$ cat config.mk
export PLATFORM = sky130hd
export DESIGN_NAME = mcell_array
export DESIGN_NICKNAME = d
export VERILOG_FILES = /design/src/rtl/mcell_pkg.sv /design/src/rtl/mcell_array.sv /design/src/rtl/mcell_cell.sv
export SDC_FILE = /design/constraint.sdc
export NUM_CORES = 1
export LEC_CHECK = 0
export ABC_AREA = 0
export BUFFER_PORTS_ARGS = -buffer_cell sky130_fd_sc_hd__buf_4
export CAP_MARGIN = 30
export CORE_ASPECT_RATIO = 1.25
export CORE_MARGIN = 2
export CORE_UTILIZATION = 45
export DETAILED_ROUTE_END_ITERATION = 12
export PLACE_DENSITY = 0.8
export SLEW_MARGIN = 20
export SYNTH_ARGS = -nofsm -noshare
export SYNTH_HDL_FRONTEND = slang
export SYNTH_HIERARCHICAL = 1
export SYNTH_SLANG_ARGS = --single-unit
$ cat constraint.sdc
create_clock -name CLK -period 7.2 [get_ports CLK]
set_clock_uncertainty 0.2 [all_clocks]
set_input_delay 1.44 -clock CLK [delete_from_list [all_inputs] [get_ports CLK]]
set_output_delay 1.44 -clock CLK [all_outputs]
set_load 0.01 [all_outputs]
$ cat src/rtl/mcell_pkg.sv
// Package: constants and carrier types for the macrocell array
// ****************************************************************
// ****************************************************************
package mcell_pkg;
  localparam int NCELL   = 8;
  localparam int NPT     = 8;
  localparam int SIG_W   = 64;
  localparam int CFG_W   = 2 + 2 * NCELL;
  localparam int FIRST   = 0;
  localparam int LAST    = NCELL - 1;
  localparam int ENPT    = NPT - 1;
  // Cells whose feedback is dropped in combinatorial output mode
  localparam logic [NCELL-1:0] NOFB_MASK = 8'h18;
  localparam logic [NCELL-1:0] REG_RST   = 8'h00;

  typedef enum logic [2:0] {
    CM_REGOUT, CM_COMBOUT, CM_COMBIO_NR, CM_COMBIO_R, CM_INPUT, CM_ILLEGAL
  } cell_mode_t;

  typedef struct packed {
    logic             registers_allowed_global;
    logic             family_emulation_global;
    logic [NCELL-1:0] cell_mode_select;
    logic [NCELL-1:0] cell_polarity_select;
  } cfg_t;

  typedef struct packed {
    logic             secure;
    logic [SIG_W-1:0] signature;
  } nv_t;
endpackage : mcell_pkg

$ cat src/rtl/mcell_array.sv
// Top: eight configurable macrocells with preload, security, signature
`timescale 1ns/1ns
module mcell_array #(
  parameter int NCELL = mcell_pkg::NCELL,
  parameter int NPT   = mcell_pkg::NPT
) (
  input  wire logic                   CLK,        // System clock 50 MHz
  input  wire logic                   RESETN,     // Sync reset, power-up
  input  wire mcell_pkg::cfg_t        CFG,        // Static configuration
  input  wire logic                   CFG_LOAD,   // Load config from store
  input  wire logic                   ERASE,      // Erase pulse: config and security bit
  input  wire logic                   SEC_PROG,   // Program security bit
  input  wire logic                   SIG_WR,     // Write signature
  input  wire logic [63:0]            SIG_IN,     // Signature data
  input  wire logic [NCELL*NPT-1:0]   PT,         // Product terms per cell
  input  wire logic                   PIN_CLK,    // Clock pin as level
  input  wire logic                   PIN_OE_N,   // Enable pin, active low
  input  wire logic [NCELL-1:0]       PIN_IN,     // I/O pin levels
  input  wire logic                   PRELOAD,    // Preload strobe
  output logic [NCELL-1:0]            PIN_OUT,    // I/O pin drive values
  output logic [NCELL-1:0]            PIN_OE,     // I/O pin enables
  output logic [NCELL-1:0]            FB,         // Feedback into array
  output mcell_pkg::cfg_t             CFG_RD,     // Config readback
  output logic                        CFG_RD_OK,  // Readback permitted
  output logic [63:0]                 SIG_RD,     // Signature readback
  output logic                        SECURE      // Security bit state
);
  typedef struct packed {
    mcell_pkg::cfg_t  cfg;
    mcell_pkg::nv_t   nv;
    logic [NCELL-1:0] q;
    logic             clk_d;
  } state_t;

  state_t           st_r;
  state_t           st_nxt;
  logic [NCELL-1:0] d;
  logic [NCELL-1:0] adj;
  logic [NCELL-1:0] fbsel;

  // Adjacent pin per cell; end cells use enable and clock pins
  always_comb begin
    for (int i = 0; i < NCELL; i++) begin
      adj[i]   = (i < NCELL - 1) ? PIN_IN[(i + 1) % NCELL] : 1'b0;
      fbsel[i] = st_r.cfg.family_emulation_global;
    end
    adj[mcell_pkg::FIRST]   = PIN_OE_N;
    adj[mcell_pkg::LAST]    = PIN_CLK;
    fbsel[mcell_pkg::FIRST] =
      ~st_r.cfg.registers_allowed_global;
    fbsel[mcell_pkg::LAST]  =
      ~st_r.cfg.registers_allowed_global;
  end

  // One macrocell per output; terms arrive already evaluated
  for (genvar g = 0; g < NCELL; g++) begin : g_cell
    mcell_cell #(.NPT(NPT)) u_cell (
      .pt       (PT[g*NPT +: NPT]),
      .rg_allow (st_r.cfg.registers_allowed_global),
      .fam      (st_r.cfg.family_emulation_global),
      .fb_sel_g (fbsel[g]),
      .mode     (st_r.cfg.cell_mode_select[g]),
      .pol      (st_r.cfg.cell_polarity_select[g]),
      .oe_n     (PIN_OE_N),
      .q        (st_r.q[g]),
      .pin_in   (PIN_IN[g]),
      .adj_in   (adj[g]),
      .no_fb    (mcell_pkg::NOFB_MASK[g]),
      .d        (d[g]),
      .pin_out  (PIN_OUT[g]),
      .pin_oe   (PIN_OE[g]),
      .fb       (FB[g])
    );
  end

  // Next state: config, nonvolatile bits and cell registers
  always_comb begin
    st_nxt       = st_r;
    st_nxt.clk_d = PIN_CLK;
    // Config changes on an explicit load, which may come mid-run; erase clears it
    if (CFG_LOAD) begin
      st_nxt.cfg = CFG;
    end
    if (SEC_PROG) begin
      st_nxt.nv.secure = 1'b1;
    end
    if (SIG_WR) begin
      st_nxt.nv.signature = SIG_IN;
    end
    // Erase wipes the security bit together with the array
    if (ERASE) begin
      st_nxt.nv.secure = 1'b0;
      st_nxt.cfg       = '0;
    end
    // Rising edge of the clock pin, sampled on CLK
    if (PIN_CLK && !st_r.clk_d) begin
      st_nxt.q = ~d;
    end
    // Preload overrides a clock edge in the same cycle
    if (PRELOAD) begin
      st_nxt.q = ~PIN_IN;
    end
  end

  // Reset clears registers, config, the security bit and the signature
  always_ff @(posedge CLK) begin
    if (!RESETN) begin
      st_r.q     <= mcell_pkg::REG_RST;
      st_r.clk_d <= 1'b0;
      st_r.cfg   <= '0;
      st_r.nv    <= '0;
    end else begin
      st_r <= st_nxt;
    end
  end

  // Readback gated by security; signature is always open
  assign CFG_RD    = st_r.nv.secure ? '0 : st_r.cfg;
  assign CFG_RD_OK = ~st_r.nv.secure;
  assign SIG_RD    = st_r.nv.signature;
  assign SECURE    = st_r.nv.secure;
endmodule : mcell_array

$ cat src/rtl/mcell_cell.sv
// One output macrocell: term sum, polarity, enable and feedback select
`timescale 1ns/1ns
module mcell_cell #(
  parameter int NPT = 8
) (
  input  wire logic [NPT-1:0] pt,        // Product terms
  input  wire logic           rg_allow,  // Registers-allowed bit
  input  wire logic           fam,       // Family-emulation bit
  input  wire logic           fb_sel_g,  // Global bit for feedback mux
  input  wire logic           mode,      // Cell mode bit
  input  wire logic           pol,       // Polarity bit
  input  wire logic           oe_n,      // Enable pin, active low
  input  wire logic           q,         // Register state
  input  wire logic           pin_in,    // Own pin level
  input  wire logic           adj_in,    // Adjacent pin level
  input  wire logic           no_fb,     // Cell drops feedback in comb out
  output logic                d,         // Next register value
  output logic                pin_out,   // Pin drive value
  output logic                pin_oe,    // Pin driven
  output logic                fb         // Feedback into array
);
  logic [2:0] sel;
  logic       sum;
  mcell_pkg::cell_mode_t cm;

  // Mode decode from the three control bits
  always_comb begin
    sel = {rg_allow, fam, mode};
    unique case (sel)
      3'h2:    cm = mcell_pkg::CM_REGOUT;
      3'h4:    cm = mcell_pkg::CM_COMBOUT;
      3'h7:    cm = mcell_pkg::CM_COMBIO_NR;
      3'h3:    cm = mcell_pkg::CM_COMBIO_R;
      3'h5:    cm = mcell_pkg::CM_INPUT;
      default: cm = mcell_pkg::CM_ILLEGAL;
    endcase
  end

  // Eighth term joins the sum unless it serves as enable
  always_comb begin
    if (fam && mode) begin
      sum = |pt[NPT-2:0];
    end else begin
      sum = |pt;
    end
  end

  // XNOR polarity; register output pin shows inverted sense of Q bar
  assign d = sum ~^ pol;

  // Output and enable select; illegal codes keep the pin released
  always_comb begin
    pin_out = 1'b0;
    pin_oe  = 1'b0;
    unique case (cm)
      mcell_pkg::CM_REGOUT: begin
        pin_out = ~q;
        pin_oe  = ~oe_n;
      end
      mcell_pkg::CM_COMBOUT: begin
        pin_out = d;
        pin_oe  = 1'b1;
      end
      mcell_pkg::CM_COMBIO_NR, mcell_pkg::CM_COMBIO_R: begin
        pin_out = d;
        pin_oe  = pt[NPT-1];
      end
      default: begin
        pin_out = 1'b0;
        pin_oe  = 1'b0;
      end
    endcase
  end

  // Feedback select: end cells steer with inverted registers bit
  always_comb begin
    if (fb_sel_g) begin
      fb = mode ? pin_in : (cm == mcell_pkg::CM_REGOUT ? q : pin_in);
    end else begin
      fb = mode ? adj_in : (no_fb ? 1'b0 : pin_in);
    end
    if (cm == mcell_pkg::CM_REGOUT) begin
      fb = q;
    end
  end
endmodule : mcell_cell

# ---- Word-level counts from Yosys, hierarchy flattened
# Cells that the tools add are included.
dict set report totals {
  reg_bits 92
  output_inout_bits 108
  input_bits 163
}
dict set report op_classes {
  bitwise_logic 21
  muxes 59
  n_eq_ne 64
  reduce_logical 52
}
# op count
set ops {}
lappend ops {{$pmux 3 s5} 8}
lappend ops {{$eq 3x2->1 const B} 32}
lappend ops {{$eq 3x3->1 const B} 24}
lappend ops {{$reduce_or 8->1} 8}
lappend ops {{$reduce_or 7->1} 8}
lappend ops {{$mux 1} 32}
lappend ops {{$eq 3x1->1 const B} 8}
lappend ops {{$logic_not 3->1} 8}
lappend ops {{$pmux 1 s3} 8}
lappend ops {{$reduce_or 3->1} 8}
lappend ops {{$mux 18} 1}
lappend ops {{$reduce_or 2->1} 9}
lappend ops {{$mux 8} 2}
lappend ops {{$not 8->8} 2}
lappend ops {{$pmux 1 s2} 8}
lappend ops {{$not 1->1} 11}
lappend ops {{$logic_and 1x1->1} 9}
lappend ops {{$xnor 1x1->1} 8}
lappend ops {{$reduce_bool 2->1} 1}
lappend ops {{$logic_not 1->1} 1}

# ---- Depth between registers and ports, before layout
# Gate-level depths: netlist (run 1).
dict set report depth {
  ltp_word 6
  ltp_mapped 8
  ltp_nobuf 7
}

# ---- Modules after synthesis
# The synthesis (run 1) kept the hierarchy.
# module cells_each area_per_inst_um2 instances
set by_module_without_submodules {}
lappend by_module_without_submodules {mcell_array 403 4164.0 1}
lappend by_module_without_submodules {mcell_cell 19 127.6 8}

# ---- Worst setup path before layout (run 1)
# Ideal clock, no wire load.
dict set report synth_timing {
  path_type {in2out}
  from {in PT[6]}
  to {out PIN_OUT[0]}
  path_stages 4
  required_time_ns 5.560
  path_buffers 0
  arrival_ns 2.153
  path_slack_ns 3.407
  path_cell_list {nor4_1 -> nand3_1 -> xor2_1 -> o32ai_1}
}
dict set report synth_between {
  elab_chain_cells 4
}
# item line_no
set synth_rtl {}
lappend synth_rtl {{from (decl)} mcell_array.sv:15} ;# input wire logic [NCELL*NPT-1:0] PT,
lappend synth_rtl {{$reduce_or 8->1 / $reduce_or 7->1 (equally long branches)} {mcell_cell.sv:44, mcell_cell.sv:42}}
lappend synth_rtl {{$mux 1 *} mcell_cell.sv:41} ;# if (fam && mode) begin
lappend synth_rtl {{$xnor 1x1->1 *} mcell_cell.sv:49} ;# assign d = sum ~^ pol;
lappend synth_rtl {{$pmux 1 s2 *} mcell_cell.sv:55} ;# unique case (cm)
lappend synth_rtl {{to (decl)} mcell_array.sv:20} ;# output logic [NCELL-1:0] PIN_OUT,
# Every way passes the cells marked *; elsewhere a longest branch is shown, timed or not.

# ---- Final worst setup path (run 1)
dict set report layout_timing {
  from {in PT[62]}
  to {out PIN_OUT[7]}
}
# Same word-level chain as after synthesis.

==> results of run 1 <==
## metrics by stage
stage               setup WS (ns)  instance area, sq um
global placement            3.032                  6698
CTS                         2.965                  7003
detailed placement          2.964                  6698
finish                      2.965                  7030
global route                2.834                  7030
floorplan                   3.407                  5207
## logic make-up after synthesis
logic type,synth area share
simple gates,0.1955
buf+inv,0.1448
mux,0.1737
other cells,0.001448
compound gates,0.1158
xor+xnor,0.01351
flops,0.3552
## where the power goes
part	switching, mW	total (mW)	internal (mW)
clock network	0.205	0.479	0.275
registers	0.0250	0.563	0.538
logic	0.100	0.251	0.151
## path summary, 6_finish.rpt
path	start	end	slack, ns	cells after the start
max	PT[62]	PIN_OUT[7]	2.96	6
min reg2reg	SIG_RD[53]$_SDFFE_PN0P_	SIG_RD[53]$_SDFFE_PN0P_	0.32	2
min	SIG_RD[53]$_SDFFE_PN0P_	SIG_RD[53]$_SDFFE_PN0P_	0.32	2
max reg2reg	fbsel[1]$_SDFFE_PP0P_	st_r[4]$_SDFFE_PN0P_	4.99	8
## registers in the layout, summed over array words and instances, names as in the netlist
name	cells
SIG_RD	64
fbsel	1
st_r	26
SECURE	1
## critical path: cells and delay by family
family	cells	cell delay, ns
buffers and inverters	2	0.32
AOI/OAI and AO/OA	1	0.24
xor gates and xnor gates	1	0.17
and+or+nand+nor	2	0.43
## final cells by class
type                            count  share of cell area
Multi-Input combinational cell    363              0.3720
Tap cell                          135             0.02403
Clock inverter                      7             0.01139
Clock buffer                        9             0.03203
Sequential cell                    92              0.2620
Timing Repair Buffer              272              0.2933
Inverter                           10            0.005339
## routing by layer
metal,wire (um),global-route usage,part of all wire
met3,962,0.05836,0.071
met2,7024,0.3750,0.52
met5,0,0,0
met4,298,0.07877,0.022
met1,5291,0.2325,0.39
## cells in the final DEF, fill, tap and decap left out, drive strengths merged, types with 9 or more instances in the layout
cell / count
buf: 272
clkbuf: 9
dfxtp: 92
inv: 14
mux2i: 90
nand2: 16
nand2b: 9
nor2: 29
nor2b: 82
o21ai: 16
==> impl_results.md, run 1 <==
* Status: finished, final reports clean
* Post-route DRC violation count at 0
* Endpoint type of the worst setup path: primary output
* Delay of the slowest cell on the worst path at 0.30 ns
* Overall routing resource usage at 0.2079
* Final non-filler cell total at 888
* Global-route wire length before repair at about 21000 um
* Actual transition at the worst max-transition pin at 0.9489 ns
* Most frequent cell on the critical path: sky130_fd_sc_hd__buf_4
* Largest area contributor in the synthesized netlist: sky130_fd_sc_hd__dfxtp_1
* Total power of the final layout at 1.293 mW
* Max-slew violation count at 0
* Max Buffers Root-to-Sink at 2
* Element type at the critical path start: input port
* Clock Tree Root: sky130_fd_sc_hd__clkbuf_16
* Crit Path Class: in -> out
* Number of primary I/O pins at 271
* Clk Latency, worst-skew pair at 0.33 ns
* Via count of the first global-routing pass at roughly 4300
* Synthesized area per cell at 9.342 sq um
* Endpoint arrival time on the critical path at 2.60 ns
* Routed Antenna Nets at 0
* Row count at 43
* Overflow left after global routing at 0
* Final Routed Wirelength at between 10000 and 15000 um
* Post-Syn Area at 5185 sq um
* # setup viols final at 0
* Total number of nets in the final design at ~910
* Count of buffers from port buffering at 270
* Starting DRC count in detailed routing at 144
* Post-synthesis sequential area ratio at 0.3552
* Height of the chip at 124.0 um
* Area of the die at between 10000 and 15000 sq um
* Post-synthesis register bit count at 92
* Cells after DPL at 871
* Proportion of register bits with asynchronous set or reset after synthesis at 0
* CTS clock-pin slew for the worst setup and hold paths at 0.07 ns
* Relative slew slack at 0.3666
* Hold-fix buffers, CTS at 0
* Achievable clock frequency at 236.1 MHz
* Cell Chain, Critical Path: buf_4, nor4_1, nand3_1, xor2_1, o32ai_1, buf_4
* Slowest stage cell on the critical path: sky130_fd_sc_hd__nor4_1
* Number of buffers inserted during clock tree synthesis at 9
* Setup TNS at 0 ns
* Synthesis warning total at 6
* Maximum number of pins on one net before global-route repair at 75
* Max capacitance violation total at 0
* Share of final-layout standard cells stronger than drive strength 1 at 0.4011
* Estimated wirelength of the detail-placed design at about 10000 um
* Hold Fails Final Rpt at 0
* Ranking of synthesized cells by instance count: 92 x sky130_fd_sc_hd__dfxtp_1, 90 x sky130_fd_sc_hd__mux2i_1, 81 x sky130_fd_sc_hd__nor2b_1, 73 x sky130_fd_sc_hd__buf_4, 29 x sky130_fd_sc_hd__nor2_1
* Count of flip-flops with a built-in enable after synthesis at 0
* Vias after detailed routing at about 4500
* Required time at the endpoint of the critical path at approximately 5.6 ns
* Worst supply voltage drop on vdd at 106.3 uV
* Share of Yosys cell area claimed by the top area cell type at 0.3552
* Most used flip-flop cell after synthesis: sky130_fd_sc_hd__dfxtp_1
* Routability cong. at slightly above 0.8
* Max H-tree Level at 3
* Largest cells by area after synthesis: sky130_fd_sc_hd__dfxtp_1 36%, sky130_fd_sc_hd__mux2i_1 17%, sky130_fd_sc_hd__buf_4 11%
* Number of post-CTS setup repair buffers at 0
* Effective utilization at floorplan at 0.4633
* Sinks on the clock net at 92
* Min-Delay Path Class: reg -> reg
* Average wire per standard cell at 15.29 um
* Diode count at 0
* Leakage power at ~3.5 nW
* Initial antenna violation count at 0
* Netlist cell types at 32
* Post-Route Utilization at 0.6282
* Setup repair after global routing missed its margin: false
* Number of standard cells after synthesis at between 500 and 600
* Number of gates given a new drive strength after cts at 0
* Via/cell ratio at 5.044
* Final worst-path cycle share at 0.5882
* Cell with the most instances after synthesis: sky130_fd_sc_hd__dfxtp_1
* TritonCTS clock tree: built
* Horizontal extent of the die at approximately 100 um
* Number of filler cells placed in the layout at 931
* Power per cell area at 183.9 nW/um^2
* Combined area of the multi-input logic cells at 2615 sq um
* Clock period minus worst slack at about 4.2 ns
* DR pass1 iterations at 4
* Core area at about 11000 sq um
* Crit path max fanout at 2
* Final hold slack at 0.3175 ns
* Area taken by flip-flops and latches at 1842 sq um
* Area delta synth->final at 35.59%
Note: power is estimated with default switching activity, not from simulation.
==> inputs of run 2 (changes only) <==
--- a/config.mk
+++ b/config.mk
@@ -5,14 +5,14 @@
 export SDC_FILE = /design/constraint.sdc
 export NUM_CORES = 1
 export LEC_CHECK = 0
-export ABC_AREA = 0
+export ABC_AREA = 1
 export BUFFER_PORTS_ARGS = -buffer_cell sky130_fd_sc_hd__buf_4
 export CAP_MARGIN = 30
 export CORE_ASPECT_RATIO = 1.25
 export CORE_MARGIN = 2
-export CORE_UTILIZATION = 45
+export CORE_UTILIZATION = 42
 export DETAILED_ROUTE_END_ITERATION = 12
-export PLACE_DENSITY = 0.8
+export PLACE_DENSITY = 0.78
 export SLEW_MARGIN = 20
 export SYNTH_ARGS = -nofsm -noshare
 export SYNTH_HDL_FRONTEND = slang
==> constraint.sdc (replaced) <==
create_clock -name CLK -period 3.79 [get_ports CLK]
set_clock_uncertainty 0.2 [all_clocks]
set_input_delay 0.758 -clock CLK [delete_from_list [all_inputs] [get_ports CLK]]
set_output_delay 0.758 -clock CLK [all_outputs]
set_load 0.01 [all_outputs]
==> run 2 against run 1 <==
  * Largest cell class unchanged
  * Via count is 22% higher
  * Final cell count is 32% higher
  * Hold slack worse by 0.031 ns
  * Final area is 1.6% higher
  * Utilization is 4.4 points lower
  * Highest routed layer unchanged
  * Critical path type is now reg -> out
  * Clock power is 94% higher
==> impl_results.md, run 2 <==
* Routability cong. at 0.8139 (-1.1%)
* Post-synthesis register bit count at 92 (unchanged)
* Initial antenna violation count at 0 (unchanged)
* Sinks on the clock net at 92 (unchanged)
* Starting DRC count in detailed routing at 279 (+94%)
* Launching point of the worst reg2reg path: fbsel[1]$_SDFFE_PP0P_
* Estimated wirelength of the detail-placed design at 11330 um (+9.3%)
* Share of final-layout standard cells stronger than drive strength 1 at 0.3152 (-0.08585)
* Element type at the critical path start: register
* DR pass1 iterations at 4 (unchanged)
* Largest area contributor in the synthesized netlist: sky130_fd_sc_hd__dfxtp_1
* Number of standard cells after synthesis at 811 (+46%)
* Synthesized area per cell at 6.491 sq um (-31%)
* Via/cell ratio at 4.647 (-7.9%)
* Setup repair after global routing missed its margin: false
* Netlist cell types at 21 (-34%)
* Count of flip-flops with a built-in enable after synthesis at 0 (unchanged)
* Final worst-path cycle share at 0.7449
* Most used flip-flop cell after synthesis: sky130_fd_sc_hd__dfxtp_1
* Status: finished, final reports clean
* Largest cells by area after synthesis: sky130_fd_sc_hd__dfxtp_1 35%, sky130_fd_sc_hd__nor2_1 15%, sky130_fd_sc_hd__buf_4 10%
* Core area at 12220 sq um (+9.2%)
* Area delta synth->final at 35.73% (about the same)
* Height of the chip at 129.2 um (+4.2%)
* Endpoint arrival time on the critical path at 1.87 ns (-0.73 ns)
* Crit path max fanout at 18 (+16)
* Relative slew slack at 0.4740 (+0.1074)
* Number of gates given a new drive strength after cts at 0 (unchanged)
* Min-Delay Path Class: reg -> reg
* Max capacitance violation total at 0 (unchanged)
* Overall routing resource usage at 0.2209 (+0.01300)
* Global-route wire length before repair at 24100 um (+17%)
* Count of buffers from port buffering at 270 (unchanged)
* Via count of the first global-routing pass at 5192 (+20%)
* FF-to-FF setup slack at 2.03 ns (-2.96 ns)
* Hold path startpoint: fbsel[1]$_SDFFE_PP0P_
* Logic depth of the worst register-to-register path at 10 (+2)
* Ranking of synthesized cells by instance count: 212 x sky130_fd_sc_hd__nor2_1, 102 x sky130_fd_sc_hd__nand2_1, 101 x sky130_fd_sc_hd__inv_1, 92 x sky130_fd_sc_hd__dfxtp_1, 78 x sky130_fd_sc_hd__o21ai_0
* Clock period minus worst slack at 2.823 ns
* Final Routed Wirelength at 15130 um (+11%)
* Clk Latency, worst-skew pair at 0.33 ns (about the same)
* Area of the die at 13450 sq um (+8.4%)
* Max-slew violation count at 0 (unchanged)
* Cells after DPL at 1160 (+33%)
* Total number of nets in the final design at 1170 (+28%)
* Hold Fails Final Rpt at 0 (unchanged)
* Post-Syn Area at 5264 sq um (+1.5%)
* Post-route DRC violation count at 0 (unchanged)
* Final non-filler cell total at 1176 (+32%)
* # setup viols final at 0 (unchanged)
* Share of Yosys cell area claimed by the top area cell type at 0.3499 (-0.005319)
* Synthesis warning total at 6 (unchanged)
* Crit Path Class: reg -> out
* Number of post-CTS setup repair buffers at 0 (unchanged)
* Diode count at 0 (unchanged)
* Max H-tree Level at 3 (unchanged)
* Actual transition at the worst max-transition pin at 0.7880 ns (-0.1609 ns)
* CTS clock-pin slew for the worst setup and hold paths at 0.07 ns (about the same)
* Setup TNS at 0 ns (unchanged)
* Most common cell after layout, fill and taps aside: sky130_fd_sc_hd__buf_4
* Post-synthesis sequential area ratio at 0.3499 (-0.005319)
* Hold Path End: fbsel[1]$_SDFFE_PP0P_
* Vias after detailed routing at 5465 (+22%)
* Proportion of register bits with asynchronous set or reset after synthesis at 0 (unchanged)
* Effective utilization at floorplan at 0.4308 (-0.03250)
* Maximum number of pins on one net before global-route repair at 74 (-1.3%)
* Row count at 45 (+4.7%)
* Number of buffers inserted during clock tree synthesis at 9 (unchanged)
* Worst flop-to-flop path endpoint: st_r[3]$_SDFFE_PN0P_
* Horizontal extent of the die at 104.1 um (+4.1%)
* Hold-fix buffers, CTS at 0 (unchanged)
* Power per cell area at 352.2 nW/um^2 (+91%)
* TritonCTS clock tree: built
* Flip-flop count of the largest register, all copies and words added at 64 (unchanged)
* Max Buffers Root-to-Sink at 2 (unchanged)
* Overflow left after global routing at 0 (unchanged)
* Routed Antenna Nets at 0 (unchanged)
* Clock Tree Root: sky130_fd_sc_hd__clkbuf_16
* Achievable clock frequency at 354.2 MHz
* Required time at the endpoint of the critical path at 2.83 ns (-2.73 ns)
* Cell with the most instances after synthesis: sky130_fd_sc_hd__nor2_1
* Count of cells along the worst hold path at 2 (unchanged)
* Leakage power at 3.679 nW (+5.7%)
* Worst supply voltage drop on vdd at 263.7 uV (+150%)
* Number of primary I/O pins at 271 (unchanged)
* Leading cell types in the layout, fill and taps excluded: 272 x sky130_fd_sc_hd__buf_4, 212 x sky130_fd_sc_hd__nor2_1, 102 x sky130_fd_sc_hd__nand2_1
* Endpoint type of the worst setup path: primary output
* Average wire per standard cell at 12.86 um (-16%)
[run 2: cell type report]
cell class	instances	area [sq um]
inverter	106	407.9
sequential	92	1842
fill	1171	5074
tap	164	205.2
multi-input combinational	526	2340
clock buffer	9	225.2
clock inverter	7	82.58
timing repair buffer	272	2042
[run 2: worst max path at each step]
stage                                from    endpoint  cells after the start
floorplan           fbsel[1]$_SDFFE_PP0P_       FB[0]                      2
global placement                   PT[19]  PIN_OUT[2]                      9
detailed placement                 PT[17]  PIN_OUT[2]                      9
CTS                 st_r[91]$_SDFFE_PP0P_       FB[4]                      5
global route        st_r[91]$_SDFFE_PP0P_       FB[4]                      5
finish              st_r[91]$_SDFFE_PP0P_       FB[4]                      5
[run 2: metal layers]
metal  part of all wire  routed length, um  GRT usage
met2               0.50               7525     0.4036
met1               0.38               5822     0.2421
met5                  0                  0          0
met4              0.019                291    0.06439
met3              0.098               1489    0.07948
[run 2: critical path, stage by stage, from the launching register on]
cell and delay [ns]:
sky130_fd_sc_hd__dfxtp_1 0.77, sky130_fd_sc_hd__inv_1 0.09, sky130_fd_sc_hd__nand3b_1 0.15, sky130_fd_sc_hd__nor2_1 0.07, sky130_fd_sc_hd__a31oi_1 0.27, sky130_fd_sc_hd__buf_4 0.19
[run 2: kinds of logic (layout without fill, tap and decap cells)]
| kind of cell | Yosys count | in the layout | share of synthesized area |
|---|---|---|---|
| other | 2 | 8 | 0.001427 |
| AO/OA/AOI/OAI | 123 | 123 | 0.1234 |
| AND/OR/NAND/NOR | 395 | 395 | 0.3154 |
| buffers and inverters | 199 | 394 | 0.2099 |
| flip-flops | 92 | 92 | 0.3499 |
[run 2: where the power goes]
| group | leakage (nW) | switching (mW) | internal, mW |
|---|---|---|---|
| registers | 0.763 | 0.0439 | 1.03 |
| logic | 2.77 | 0.248 | 0.265 |
| clock network | 0.150 | 0.404 | 0.524 |
[run 2: through the flow]
stage,power [mW],worst slack [ns],hold slack (ns),cell area (sq um),util
after global placement,1.604,1.173,0.2732,6837,0.5595
after global routing,2.646,0.8397,0.3133,7144,0.5847
after floorplan,1.385,1.297,0.2570,5286,-
after CTS,2.542,0.9596,0.2855,7144,0.5847
after detailed placement,1.610,1.151,0.2746,6837,0.5595
final,2.516,0.9670,0.2861,7144,0.5847
==> inputs of run 3 (changes only) <==
--- a/config.mk
+++ b/config.mk
@@ -5,14 +5,14 @@
 export SDC_FILE = /design/constraint.sdc
 export NUM_CORES = 1
 export LEC_CHECK = 0
-export ABC_AREA = 1
+export ABC_AREA = 0
 export BUFFER_PORTS_ARGS = -buffer_cell sky130_fd_sc_hd__buf_4
 export CAP_MARGIN = 30
 export CORE_ASPECT_RATIO = 1.25
 export CORE_MARGIN = 2
-export CORE_UTILIZATION = 42
+export CORE_UTILIZATION = 45
 export DETAILED_ROUTE_END_ITERATION = 12
-export PLACE_DENSITY = 0.78
+export PLACE_DENSITY = 0.8
 export SLEW_MARGIN = 20
 export SYNTH_ARGS = -nofsm -noshare
 export SYNTH_HDL_FRONTEND = slang
==> constraint.sdc (replaced) <==
create_clock -name CLK -period 2.9 [get_ports CLK]
set_clock_uncertainty 0.2 [all_clocks]
set_input_delay 0.58 -clock CLK [delete_from_list [all_inputs] [get_ports CLK]]
set_output_delay 0.58 -clock CLK [all_outputs]
set_load 0.01 [all_outputs]
==> run 3 against run 2 <==
  * First-iteration DRC count is 61% lower
  * Utilization up 4.8 points
  * Wire length shrank 9.8%
  * Power up 32%
  * Via count fell by 18%
==> impl_results.md, run 3 (synthesized netlist as in run 1, its figures left out) <==
* Status: finished, final reports clean
* Leading cell types in the layout, fill and taps excluded: 273 x sky130_fd_sc_hd__buf_4, 91 x sky130_fd_sc_hd__dfxtp_1, 90 x sky130_fd_sc_hd__mux2i_1
* Overflow left after global routing at 0 (unchanged)
* Row count at 43 (-4.4%)
* Global-route wire length before repair at 20800 um (-14%)
* Area of the die at 12400 sq um (-7.8%)
* Post-route DRC violation count at 0 (unchanged)
* Leakage power at 3.506 nW (-4.7%)
* Power per cell area at 469.3 nW/um^2 (+33%)
* Max H-tree Level at 3 (unchanged)
* Height of the chip at 124.0 um (-4.0%)
* Total number of nets in the final design at 914 (-22%)
* # setup viols final at 0 (unchanged)
* Vias after detailed routing at 4474 (-18%)
* Fraction of power spent switching nets at 0.2532 (-0.02334)
* Share of final-layout standard cells stronger than drive strength 1 at 0.4048 (+0.08954)
* Number of filler cells placed in the layout at 953 (-19%)
* Actual transition at the worst max-transition pin at 0.7559 ns (-0.03209 ns)
* Final Routed Wirelength at 13650 um (-9.8%)
* Routed Antenna Nets at 0 (unchanged)
* Horizontal extent of the die at 100.0 um (-4.0%)
* Overall routing resource usage at 0.2100 (-0.01091)
* Via count of the first global-routing pass at 4392 (-15%)
* TritonCTS clock tree: built
* Hold Fails Final Rpt at 0 (unchanged)
* Placed standard-cell area at 6753 sq um (-1.2%)
* Share of total power in combinational logic at 0.189 (-0.015)
* Min-Delay Path Class: in -> reg
* Count of buffers from port buffering at 270 (unchanged)
* Setup repair after global routing missed its margin: false
* Max capacitance violation total at 0 (unchanged)
* Setup TNS at 0 ns (unchanged)
* Routability cong. at 0.8305 (+2.0%)
* Crit Path Class: reg -> out
* Endpoint type of the worst setup path: primary output
* DR pass1 iterations at 4 (unchanged)
* Sequential fraction of design power at 0.420 (-0.007)
* Crit path max fanout at 20 (+2)
* Initial antenna violation count at 0 (unchanged)
* Core area at 11190 sq um (-8.4%)
* Number of gates given a new drive strength after cts at 0 (unchanged)
* Number of buffers inserted during clock tree synthesis at 9 (unchanged)
* Area taken by flip-flops and latches at 1843 sq um (about the same)
* Final hold slack at 0.2419 ns (-0.04419 ns)
* Required time at the endpoint of the critical path at 2.12 ns (-0.71 ns)
* Relative slew slack at 0.4961 (+0.02211)
* Estimated wirelength of the detail-placed design at 10280 um (-9.2%)
* Cell-internal power at 2.483 mW (+36%)
* Via/cell ratio at 5.021 (+8.1%)
* Max-slew violation count at 0 (unchanged)
* Area delta synth->final at 36.63%
* Worst supply voltage drop on vdd at 250.0 uV (-5.2%)
* Combined area of the multi-input logic cells at 2615 sq um (+12%)
* Number of primary I/O pins at 271 (unchanged)
* Net switching power at 841.9 uW (+21%)
* Maximum number of pins on one net before global-route repair at 74 (unchanged)
* Sinks on the clock net at 92 (unchanged)
* Hold-fix buffers, CTS at 0 (unchanged)
* Max Buffers Root-to-Sink at 2 (unchanged)
* Diode count at 0 (unchanged)
* Effective utilization at floorplan at 0.4633 (+0.03250)
* Post-Layout Inst Area at 7084 sq um (-0.84%)
* Clock period minus worst slack at 2.626 ns
* Achievable clock frequency at 380.9 MHz
* Endpoint arrival time on the critical path at 1.85 ns (-0.02 ns)
* Number of post-CTS setup repair buffers at 0 (unchanged)
* Starting DRC count in detailed routing at 110 (-61%)
* Average wire per standard cell at 15.31 um (+19%)
* CTS clock-pin slew for the worst setup and hold paths at 0.07 ns (about the same)
* Flip-flop count of the largest register, all copies and words added at 64 (unchanged)
* Clk Latency, worst-skew pair at 0.34 ns (about the same)
* Clk network pwr share at 0.391 (+0.022)
* Final worst-path cycle share at 0.9054
* Most common cell after layout, fill and taps aside: sky130_fd_sc_hd__buf_4
* Element type at the critical path start: register
* Clock Tree Root: sky130_fd_sc_hd__clkbuf_16
## run 3: worst max-delay path: stages (launching register included)
cell                      delay (ns)
sky130_fd_sc_hd__dfxtp_2        0.58
sky130_fd_sc_hd__buf_4          0.22
sky130_fd_sc_hd__nor3b_1        0.28
sky130_fd_sc_hd__a21oi_1        0.07
sky130_fd_sc_hd__o32ai_1        0.16
sky130_fd_sc_hd__buf_4          0.18
## run 3: path summary, 6_finish.rpt
path                                               from                 endpoint  slack, ns  depth (start not counted)
worst max register to register    fbsel[1]$_SDFFE_PP0P_     st_r[4]$_SDFFE_PN0P_       1.13                          8
worst min register to register  SIG_RD[14]$_SDFFE_PN0P_  SIG_RD[14]$_SDFFE_PN0P_       0.32                          2
worst min-delay path                           SEC_PROG      SECURE$_SDFFE_PP0P_       0.24                          3
worst max-delay path              st_r[91]$_SDFFE_PP0P_               PIN_OUT[4]       0.27                          5
## run 3: metrics by stage
step / total power [mW] / worst slack (ns) / std cells / utilization
after global placement: 2.036 / 0.4471 / 875 / 0.6034
after CTS: 3.352 / 0.01259 / 891 / 0.6329
after global routing: 3.456 / 0.1567 / 891 / 0.6331
after detailed placement: 2.053 / 0.3993 / 875 / 0.6034
after floorplan: 1.779 / 0.3927 / 561 / -
final: 3.324 / 0.2744 / 891 / 0.6331
## run 3: power by group through the flow
stage                     registers, mW  clock network (mW)  logic [mW]
after floorplan                    1.40                   0       0.379
after global placement             1.42                   0       0.618
after detailed placement           1.42                   0       0.631
after CTS                          1.39                1.32       0.634
after global routing               1.40                1.37       0.683
final                              1.40                1.30       0.629
## run 3: routing by layer
| metal | global-route usage | vias up | routed length (um) |
|---|---|---|---|
| met5 | 0 | - | 0 |
| met4 | 0.1010 | 0 | 269 |
| met3 | 0.04826 | 24 | 982 |
| met2 | 0.3834 | 192 | 7081 |
| met1 | 0.2288 | 2028 | 5312 |
| li1 | - | 2230 | - |
## run 3: layout make-up
| class | instances | area share |
|---|---|---|
| Tap cell | 135 | 0.02384 |
| Inverter | 10 | 0.005298 |
| Multi-Input combinational cell | 363 | 0.3691 |
| Clock buffer | 9 | 0.03179 |
| Timing Repair Buffer | 275 | 0.2949 |
| Clock inverter | 7 | 0.01484 |
| Sequential cell | 92 | 0.2602 |
